`src/logic/csr_pkg.sv`:
```
// Function
// RQ1: with CRC enabled, load low seed byte at transmit, receive, calculate start.
// RQ2: with CRC enabled, load high seed byte at those same three starts.
// RQ3: in 8-bit CRC mode, ignore high seed byte, use low byte only.
// RQ4: seeds and reserved 25h read/write; seeds reset 63h, reserved 00h.
// RQ5: selector picks diagnostic pin source; 000 drives low, 001 drives high.
// RQ6: code 010 drives Miller envelope, 011 drives serial data before encoding.
// RQ7: code 100 drives carrier demodulator, 101 drives subcarrier demodulator.
// RQ8: software never writes codes 110/111; upper five bits stay zero.
// RQ9: software uses demodulator codes only for type A at 106 kBd.
// RQ10: location 27h is write-only; software never alters its value.
// RQ11: nearly-full flag set when free FIFO space is at or below threshold.
// RQ12: nearly-empty flag set when FIFO entries are at or below threshold.
// RQ13: width option set selects 8-bit CRC, clear selects 16-bit CRC.
// RQ14: a selector write changes the diagnostic pin from the next cycle.
package csr_pkg;
	localparam int          ADDR_W           = 6;
	localparam int          DATA_W           = 8;
	localparam int          CNT_W            = 7;
	localparam int          THR_W            = 6;
	localparam int          SEL_W            = 3;

	localparam logic [5:0]  ADDR_SEED_LOW    = 6'h23;
	localparam logic [5:0]  ADDR_SEED_HIGH   = 6'h24;
	localparam logic [5:0]  ADDR_RSVD_ZERO   = 6'h25;
	localparam logic [5:0]  ADDR_DIAG_SEL    = 6'h26;
	localparam logic [5:0]  ADDR_RSVD_UNDEF  = 6'h27;
	localparam logic [5:0]  ADDR_FIFO_THR    = 6'h29;

	localparam logic [7:0]  RST_SEED         = 8'h63;
	localparam logic [7:0]  RST_RSVD_ZERO    = 8'h00;
	localparam logic [7:0]  RST_DIAG_SEL     = 8'h00;
	localparam logic [7:0]  RST_RSVD_UNDEF   = 8'h00;
	localparam logic [7:0]  RST_FIFO_THR     = 8'h08;
	localparam logic [7:0]  READ_ZERO        = 8'h00;

	localparam logic [6:0]  FIFO_DEPTH       = 7'h40;
	localparam logic [15:0] SEED_ZERO        = 16'h0000;

	typedef enum logic [2:0] {
		SEL_LOW     = 3'b000,
		SEL_HIGH    = 3'b001,
		SEL_MILLER  = 3'b010,
		SEL_SERIAL  = 3'b011,
		SEL_CARRIER = 3'b100,
		SEL_SUBCAR  = 3'b101,
		SEL_RSVD6   = 3'b110,
		SEL_RSVD7   = 3'b111
	} csr_diag_sel_t;
endpackage

```
`src/logic/csr_byte_reg.sv`:
```
`timescale 1ns/1ns
`default_nettype none
module csr_byte_reg
	import csr_pkg::*;
#(
	parameter logic [7:0] RESET_VAL = 8'h00
) (
	input  wire logic       clock,    // core clock
	input  wire logic       rst,      // sync reset, active high
	input  wire logic       wr_en,    // write this byte
	input  wire logic [7:0] wr_data,  // value to store
	output logic      [7:0] value     // stored byte
);
	logic [7:0] value_r;
	logic [7:0] value_nxt;

	always_comb begin
		value_nxt = wr_en ? wr_data : value_r;
	end

	always_ff @(posedge clock) begin
		if (rst) begin
			value_r <= RESET_VAL;
		end else begin
			value_r <= value_nxt;
		end
	end

	assign value = value_r;
endmodule // csr_byte_reg
`default_nettype wire

```
`src/logic/csr_regs.sv`:
```
`timescale 1ns/1ns
`default_nettype none
module csr_regs
	import csr_pkg::*;
(
	input  wire logic        clock,                 // core clock, 50 MHz
	input  wire logic        rst,                   // sync reset, active high
	input  wire logic [5:0]  reg_addr,              // register address
	input  wire logic [7:0]  reg_wdata,             // write data
	input  wire logic        reg_wr,                // write strobe
	input  wire logic        reg_rd,                // read strobe
	output logic      [7:0]  reg_rdata,             // read data
	output logic             reg_rvalid,            // read data valid pulse
	input  wire logic        crc_enable,            // CRC calculation on
	input  wire logic        crc_short_width_select,// 8-bit CRC when set
	input  wire logic        tx_start,              // transmission begins
	input  wire logic        rx_start,              // reception begins
	input  wire logic        crc_calculate_command, // calculate command starts
	output logic             crc_load,              // preset CRC register
	output logic      [15:0] crc_load_value,        // preset value
	input  wire logic        miller_envelope,       // encoder envelope
	input  wire logic        tx_serial_data,        // data before encoding
	input  wire logic        carrier_demod,         // carrier demod output
	input  wire logic        subcarrier_demod,      // subcarrier demod output
	output logic             diag_output_pin,       // diagnostic pin level
	input  wire logic [6:0]  fifo_count,            // entries held, 0..64
	output logic             fifo_nearly_full_flag, // free space low
	output logic             fifo_nearly_empty_flag // contents low
);
	logic [7:0]    seed_low;
	logic [7:0]    seed_high;
	logic [7:0]    rsvd_zero;
	logic [7:0]    diag_sel;
	logic [7:0]    rsvd_undef;
	logic [7:0]    fifo_thr;
	logic [5:0]    fill_threshold;
	logic          crc_start;
	csr_diag_sel_t sel_eff;
	logic [6:0]    fifo_free;

	logic [7:0]    rdata_r;
	logic [7:0]    rdata_nxt;
	logic          rvalid_r;
	logic          rvalid_nxt;
	logic          load_r;
	logic          load_nxt;
	logic [15:0]   load_val_r;
	logic [15:0]   load_val_nxt;
	logic          pin_r;
	logic          pin_nxt;
	logic          full_r;
	logic          full_nxt;
	logic          empty_r;
	logic          empty_nxt;

	// register storage
	csr_byte_reg #(.RESET_VAL(RST_SEED)) u_seed_low (
		.clock   (clock),
		.rst     (rst),
		.wr_en   (reg_wr && reg_addr == ADDR_SEED_LOW), // RQ4
		.wr_data (reg_wdata),
		.value   (seed_low)
	);
	csr_byte_reg #(.RESET_VAL(RST_SEED)) u_seed_high (
		.clock   (clock),
		.rst     (rst),
		.wr_en   (reg_wr && reg_addr == ADDR_SEED_HIGH), // RQ4
		.wr_data (reg_wdata),
		.value   (seed_high)
	);
	csr_byte_reg #(.RESET_VAL(RST_RSVD_ZERO)) u_rsvd_zero (
		.clock   (clock),
		.rst     (rst),
		.wr_en   (reg_wr && reg_addr == ADDR_RSVD_ZERO), // RQ4
		.wr_data (reg_wdata),
		.value   (rsvd_zero)
	);
	csr_byte_reg #(.RESET_VAL(RST_DIAG_SEL)) u_diag_sel (
		.clock   (clock),
		.rst     (rst),
		.wr_en   (reg_wr && reg_addr == ADDR_DIAG_SEL),
		.wr_data (reg_wdata),
		.value   (diag_sel)
	);
	// write-only: held so the value survives, never read back
	csr_byte_reg #(.RESET_VAL(RST_RSVD_UNDEF)) u_rsvd_undef (
		.clock   (clock),
		.rst     (rst),
		.wr_en   (reg_wr && reg_addr == ADDR_RSVD_UNDEF), // RQ10
		.wr_data (reg_wdata),
		.value   (rsvd_undef)
	);
	csr_byte_reg #(.RESET_VAL(RST_FIFO_THR)) u_fifo_thr (
		.clock   (clock),
		.rst     (rst),
		.wr_en   (reg_wr && reg_addr == ADDR_FIFO_THR),
		.wr_data (reg_wdata),
		.value   (fifo_thr)
	);

	assign fill_threshold = fifo_thr[THR_W-1:0];

	// register read port
	always_comb begin
		rdata_nxt  = rdata_r;
		rvalid_nxt = reg_rd;
		if (reg_rd) begin
			unique case (reg_addr)
				ADDR_SEED_LOW:   rdata_nxt = seed_low;  // RQ4
				ADDR_SEED_HIGH:  rdata_nxt = seed_high; // RQ4
				ADDR_RSVD_ZERO:  rdata_nxt = rsvd_zero; // RQ4
				ADDR_DIAG_SEL:   rdata_nxt = diag_sel;
				ADDR_FIFO_THR:   rdata_nxt = fifo_thr;
				// unmapped and write-only locations read zero
				default:         rdata_nxt = READ_ZERO; // RQ10
			endcase
		end
	end

	always_ff @(posedge clock) begin
		if (rst) begin
			rdata_r  <= READ_ZERO;
			rvalid_r <= 1'b0;
		end else begin
			rdata_r  <= rdata_nxt;
			rvalid_r <= rvalid_nxt;
		end
	end

	// CRC preset; any of the three start events triggers it
	assign crc_start = tx_start || rx_start || crc_calculate_command;

	always_comb begin
		load_nxt     = crc_start && crc_enable; // RQ1 RQ2
		load_val_nxt = load_val_r;
		if (crc_start && crc_enable) begin
			if (crc_short_width_select) begin
				load_val_nxt = {SEED_ZERO[15:8], seed_low}; // RQ3 RQ13
			end else begin
				load_val_nxt = {seed_high, seed_low}; // RQ1 RQ2 RQ13
			end
		end
	end

	always_ff @(posedge clock) begin
		if (rst) begin
			load_r     <= 1'b0;
			load_val_r <= SEED_ZERO;
		end else begin
			load_r     <= load_nxt;
			load_val_r <= load_val_nxt;
		end
	end

	// diagnostic pin; a selector write is forwarded so the pin follows
	// one edge after the write instead of two
	always_comb begin
		if (reg_wr && reg_addr == ADDR_DIAG_SEL) begin
			sel_eff = csr_diag_sel_t'(reg_wdata[SEL_W-1:0]); // RQ14
		end else begin
			sel_eff = csr_diag_sel_t'(diag_sel[SEL_W-1:0]);
		end
		unique case (sel_eff)
			SEL_LOW:     pin_nxt = 1'b0;             // RQ5
			SEL_HIGH:    pin_nxt = 1'b1;             // RQ5
			SEL_MILLER:  pin_nxt = miller_envelope;  // RQ6
			SEL_SERIAL:  pin_nxt = tx_serial_data;   // RQ6
			SEL_CARRIER: pin_nxt = carrier_demod;    // RQ7
			SEL_SUBCAR:  pin_nxt = subcarrier_demod; // RQ7
			// reserved codes park the pin low rather than float
			SEL_RSVD6:   pin_nxt = 1'b0;
			SEL_RSVD7:   pin_nxt = 1'b0;
		endcase
	end

	always_ff @(posedge clock) begin
		if (rst) begin
			pin_r <= 1'b0;
		end else begin
			pin_r <= pin_nxt;
		end
	end

	// FIFO water-level alerts
	assign fifo_free = FIFO_DEPTH - fifo_count;

	always_comb begin
		full_nxt  = fifo_free <= {1'b0, fill_threshold};  // RQ11
		empty_nxt = fifo_count <= {1'b0, fill_threshold}; // RQ12
	end

	always_ff @(posedge clock) begin
		if (rst) begin
			full_r  <= 1'b0;
			empty_r <= 1'b0;
		end else begin
			full_r  <= full_nxt;
			empty_r <= empty_nxt;
		end
	end

	assign reg_rdata              = rdata_r;
	assign reg_rvalid             = rvalid_r;
	assign crc_load               = load_r;
	assign crc_load_value         = load_val_r;
	assign diag_output_pin        = pin_r;
	assign fifo_nearly_full_flag  = full_r;
	assign fifo_nearly_empty_flag = empty_r;
endmodule // csr_regs
`default_nettype wire

```
`config.mk`:
```
export PLATFORM = sky130hd
export DESIGN_NAME = csr_regs
export DESIGN_NICKNAME = d
export VERILOG_FILES = /design/src/logic/csr_pkg.sv /design/src/logic/csr_byte_reg.sv /design/src/logic/csr_regs.sv
export SDC_FILE = /design/constraint.sdc
export NUM_CORES = 1
export LEC_CHECK = 0
export BUFFER_PORTS_ARGS = -buffer_cell sky130_fd_sc_hd__clkbuf_2
export CORE_MARGIN = 3
export CORE_UTILIZATION = 55
export CTS_CLUSTER_SIZE = 30
export DETAILED_ROUTE_END_ITERATION = 8
export PLACE_DENSITY = 0.79
export SYNTH_ARGS = -nofsm -noshare
export SYNTH_HDL_FRONTEND = slang
export SYNTH_SLANG_ARGS = --single-unit
export TNS_END_PERCENT = 5
```
`constraint.sdc`:
```
create_clock -name clock -period 2.4 [get_ports clock]
set_clock_uncertainty 0.1 [all_clocks]
set_input_delay 0.24 -clock clock [delete_from_list [all_inputs] [get_ports clock]]
set_output_delay 0.24 -clock clock [all_outputs]
set_load 0.05 [all_outputs]
```
# After elaboration in Yosys (flattened, before gate mapping)
# Index checks and enable logic that the tools add are counted.
# totals
register_bits	69
in_bits	34
# classes
eq_ne	12
order_cmp	2
addsub	1
n_mux	4
n_reduce_logical	10
# op_table
op	n
one-hot mux 8 bit (5 select lines)	1
== test 6 bit (second input constant)	5
two-way mux 16 bit	1
less-or-equal comparator 7 x 6 -> 1 bit	2
== test 3 bit (second input constant)	4
subtractor 7 bit (first input constant)	1
== test 3 x 2 -> 1 bit (second input constant)	2
logical AND 1 bit	6
one-hot mux 1 bit (6 select lines)	1
== test 3 x 1 -> 1 bit (second input constant)	1
logical NOT 3 bit	1
two-way mux 3 bit	1
OR reduction 3 bit	1
logical OR 1 bit	2

# Logic depth before layout (Yosys ltp)
# logic_depth
word_depth	6
depth_mapped	8

# Hierarchy
# Synthesis repeated with hierarchy kept, for this count alone.
# hier_totals
hier_cells	356
area_unflattened_um2	3263.1
# modules_own_cells
module	seq_area_each_um2	cells_per_inst	instances	area_per_inst_um2
csr_regs	580.6	226	1	1809.2
csr_byte_reg at u_seed_high ...	160.2	26	2	296.5
csr_byte_reg at u_diag_sel ...	160.2	26	2	285.3
csr_byte_reg at u_fifo_thr	160.2	26	1	290.3

# Worst setup path after synthesis
# No wires, ideal clock.
# synth_path
path_type	input -> register
start	input fifo_count[2]
end	register full_r, in the netlist fifo_nearly_full_flag
arrival_ps	1651
slack_ps	563
cell_stages	7
path_cell_list	nor3_1 nand3_1 xor2_1 ha_1 and3_1 a221o_1 a211oi_1
# synth_between
elab_chain_len	2
# synth_rtl
item	line_no	rtl
start: declaration	csr_regs.sv:26	input wire logic [6:0] fifo_count,
subtractor 7 bit	csr_regs.sv:185	assign fifo_free = FIFO_DEPTH - fifo_count;
less-or-equal comparator 7 x 6 -> 1 bit	csr_regs.sv:188	full_nxt = fifo_free <= {1'b0, fill_threshold};
end signal: assignment	csr_regs.sv:197	full_r <= full_nxt;
end: declaration	csr_regs.sv:51	logic full_r;
# No other way between the ends.
# A chain may end at the register's enable or synchronous reset.

# Worst setup path in the final report
# layout_path
start	register u_fifo_thr.value_r[2], in the netlist u_fifo_thr.value[2]
end	register full_r, in the netlist fifo_nearly_full_flag
# layout_between
elab_chain_len	1
# layout_rtl
item	line_no	rtl
start: declaration	csr_byte_reg.sv:14	logic [7:0] value_r;
start signal: assignment	csr_byte_reg.sv:25	value_r <= value_nxt;
less-or-equal comparator 7 x 6 -> 1 bit	csr_regs.sv:188	
# No other way between the ends.

==> results.py <==
metrics = {
    "run_status": {
        "run_status": "completed",
    },
    "cts": {
        "cts_num_sinks": 69,
        "post_cts.repair.setup_buffers": 0,
        "post_cts_resized": 0,
        "clock_latency_of_the_later_clocked_register_in_the_worst_skew_pair_ns": 0.34,
        "clock_tree_from_tritoncts": "built",
        "cts_inserted_buffers": 9,
        "clk_pin_slew_worst_paths_ns": 0.07,
        "cts-hold-fix-buffers": 0,
        "cts-root-to-sink-buffers": 2,
        "htree_num_levels": 3,
        "clock-root-buffer": "sky130_fd_sc_hd__clkbuf_8",
    },
    "route": {
        "detailedRoute.firstIterationViolations": 149,
        "detail_route.drc_violations": 0,
        "number_of_nets_still_failing_antenna_checks_after_routing": 0,
        "detailroute.via_count": 2790,
        "route.detailed.wl_per_inst_um": 15.08,
        "route.detailed.vias_per_inst": 5.591,
        "drt_pre_antenna_iters": 4,
        "drt_wirelength_um": 7524,
    },
    "finish": {
        "layout-drive-gt1-share": 0.2178,
        "num-fill-cells": 508,
        "layout-area-overhead-vs-synth_pct": 17.95,
        "sequential_cell_area_um2": 1381,
        "layoutNonFillerInstCount": 499,
        "final_cell_area_um2": 3831,
        "final_nets": 469,
        "insertedDiodeCount": 0,
        "layout.core_utilization": 0.6832,
        "multi_input_area_um2": 1708,
    },
    "sta": {
        "holdWs_ns": 0.04452,
        "setup_viol": 0,
        "top_achievable_clock_speed_mhz": 562.6,
        "finalSetupTns_ns": 0,
        "worst_pin_slew_ns": 0.5527,
        "slew_headroom": 0.6316,
        "hold_violations": 0,
        "minimum_clock_period_after_layout_ns": 1.777,
        "setup_repair_after_global_routing_missed_its_margin": "no",
        "min_period_over_period": 0.7406,
        "maxSlewViolCount": 0,
    },
    "die": {
        "io_pins": 63,
        "chipWidth_um": 82.85,
        "dieArea_um2": 6864,
        "num_rows": 27,
        "core-area_um2": 5608,
        "starting_density_of_the_core": 0.5792,
        "die_height_um": 82.85,
    },
    "worst_setup_path": {
        "timing.reg2reg.setup_slack_ns": 0.62,
        "critical_path.endpoint_type": "register",
        "worst_r2r_end": "fifo_nearly_full_flag",
        "start_kind": "register",
        "crit_path_max_fanout": 3,
        "r2r_start": "u_fifo_thr.value[2]",
        "required_ns": 2.56,
        "r2r_cells": 6,
        "arrival_ns": 1.94,
        "worstSetupPathType": "register to register",
    },
    "yosys": {
        "netlist_instances": 361,
        "yosys_warnings": 0,
        "seq_area_frac_synth": 0.4253,
        "netlist.top_cell.by_area": "sky130_fd_sc_hd__dfxtp_1",
        "netlist_area_um2": 3248,
        "synth_area_leaders": "sky130_fd_sc_hd__dfxtp_1 (43%), sky130_fd_sc_hd__mux2i_1 (11%), sky130_fd_sc_hd__nor2_1 (5.5%)",
        "syn_area_per_cell_um2": 8.998,
        "synthesis.nets": 407,
        "most_common_flop_cell_mapped_by_yosys": "sky130_fd_sc_hd__dfxtp_1",
        "count_of_flip_flops_with_a_built_in_enable_after_synthesis": 0,
        "yosysUniqueCellTypes": 46,
        "synth_top_area_frac": 0.4253,
        "fraction_of_registers_with_async_set_or_reset_after_synthesis": 0,
        "synth_seq_cells": 69,
    },
    "global_route": {
        "globalRouteOverflowTotal": 0,
        "first_pass_grt_wire_length_um": 12630,
        "antenna_violations_before_repair": 0,
        "via_count_of_the_first_global_routing_pass": 2636,
        "pin_count_of_the_biggest_net_entering_global_routing": 44,
        "grt.total_usage": 0.2276,
    },
    "hold_path": {
        "worst_hold_path_stage_count": 2,
        "min_from": "rst",
        "hold_path_class": "input port to register",
        "hold-path-endpoint": "fifo_nearly_full_flag",
    },
    "placement": {
        "hpwlAfterDp_um": 5580,
        "placedInstanceArea_um2": 3632,
        "place.detailed.instances": 484,
        "gp_routability_congestion": 0.9035,
        "port-buffer-count": 62,
    },
    "flow_run": {
        "drv.max_cap_violation_count": 0,
    },
    "power_and_ir_drop": {
        "maximum_resistive_drop_on_vdd_mv": 0.4984,
        "leakage_nw": 1.763,
        "power.density_cell_area_nw_per_um2": 628.5,
    },
}
## registers in the layout, indices dropped and copies added (netlist names)
signal                  flops
fifo_nearly_empty_flag      1
u_rsvd_zero.value           8
diag_output_pin             1
fifo_nearly_full_flag       1
u_diag_sel.value            8
u_seed_low.value            8
reg_rdata                   8
u_seed_high.value           8
u_fifo_thr.value            8
crc_load_value             16
reg_rvalid                  1
crc_load                    1
## worst max-delay path by stage
| stage | endpoint | cells after the start | start |
|---|---|---|---|
| 2_1_floorplan | fifo_nearly_full_flag | 7 | fifo_count[2] |
| 3_3_place_gp | fifo_nearly_full_flag | 8 | fifo_count[2] |
| 3_5_place_dp | fifo_nearly_full_flag | 8 | fifo_count[2] |
| 4_1_cts | fifo_nearly_full_flag | 6 | u_fifo_thr.value[2] |
| 5_1_grt | fifo_nearly_full_flag | 9 | fifo_count[0] |
| 6_report | fifo_nearly_full_flag | 6 | u_fifo_thr.value[2] |
## layer usage
metal  track usage  part of all wire
met1        0.2896              0.45
met2        0.3783              0.49
met3       0.06746             0.054
met4       0.05795            0.0098
met5             0                 0
## per-stage QoR
step / power (W) / setup slack, ns
2_1_floorplan: 0.001398 / 0.5630
3_3_place_gp: 0.001489 / 0.3615
3_5_place_dp: 0.001496 / 0.3294
4_1_cts: 0.002427 / 0.6561
5_1_grt: 0.002511 / 0.5380
6_report: 0.002408 / 0.6226
## critical path: stages, from the launching register on
cell                       delay, ns
sky130_fd_sc_hd__dfxtp_1        0.36
sky130_fd_sc_hd__inv_1          0.07
sky130_fd_sc_hd__ha_1           0.33
sky130_fd_sc_hd__a21oi_1        0.20
sky130_fd_sc_hd__o21ai_0        0.14
sky130_fd_sc_hd__a221o_1        0.32
sky130_fd_sc_hd__a211oi_1       0.18
## cell type report
type,instances,share of cell area
multi-input combinational,255,0.4458
tap,72,0.02351
inverter,14,0.01372
sequential,69,0.3605
clock buffer,11,0.03952
timing repair buffer,74,0.1045
clock inverter,4,0.01241
## cell usage in the layout, fill, tap and decap left out, drive strengths merged, types with 11 or more instances in the layout
| cell type | Yosys | layout |
|---|---|---|
| a21oi | 23 | 23 |
| buf | 7 | 12 |
| clkbuf | 16 | 73 |
| dfxtp | 69 | 69 |
| ha | 12 | 12 |
| inv | 14 | 14 |
| mux2i | 36 | 36 |
| nand2 | 45 | 45 |
| nand3b | 11 | 11 |
| nor2 | 48 | 48 |
## logic make-up after synthesis
family	share of synthesized area
AOI/OAI and AO/OA	0.1610
adders and majority gates	0.04622
DFF	0.4253
muxes	0.1109
xor gates and xnor gates	0.01348
and+or+nand+nor	0.1926
buffers and inverters	0.05046
## report_power, final
| group | switching, W | internal (W) | leakage, nW |
|---|---|---|---|
| logic | 0.000198 | 0.0000937 | 1.10 |
| clock network | 0.000410 | 0.000527 | 0.101 |
| registers | 0.0000110 | 0.00117 | 0.560 |
| total | 0.000620 | 0.00179 | 1.76 |
## cells in the mapped netlist, types with 3 or more instances
| library cell | number |
|---|---|
| sky130_fd_sc_hd__a311oi_1 | 8 |
| sky130_fd_sc_hd__nand3b_1 | 11 |
| sky130_fd_sc_hd__o21ai_0 | 3 |
| sky130_fd_sc_hd__nand3_1 | 6 |
| sky130_fd_sc_hd__ha_1 | 12 |
| sky130_fd_sc_hd__a211oi_1 | 3 |
| sky130_fd_sc_hd__inv_1 | 14 |
| sky130_fd_sc_hd__nor2b_1 | 3 |
| sky130_fd_sc_hd__dfxtp_1 | 69 |
| sky130_fd_sc_hd__xnor2_1 | 3 |
| sky130_fd_sc_hd__nor2_1 | 48 |
| sky130_fd_sc_hd__a22oi_1 | 8 |
| sky130_fd_sc_hd__a211o_1 | 8 |
| sky130_fd_sc_hd__mux2i_1 | 36 |
| sky130_fd_sc_hd__buf_2 | 4 |
| sky130_fd_sc_hd__a21oi_1 | 23 |
| sky130_fd_sc_hd__o2bb2ai_1 | 8 |
| sky130_fd_sc_hd__clkbuf_1 | 15 |
| sky130_fd_sc_hd__nand2_1 | 45 |
| sky130_fd_sc_hd__o31ai_1 | 3 |
No activity file was read; power rests on OpenSTA's default activity.
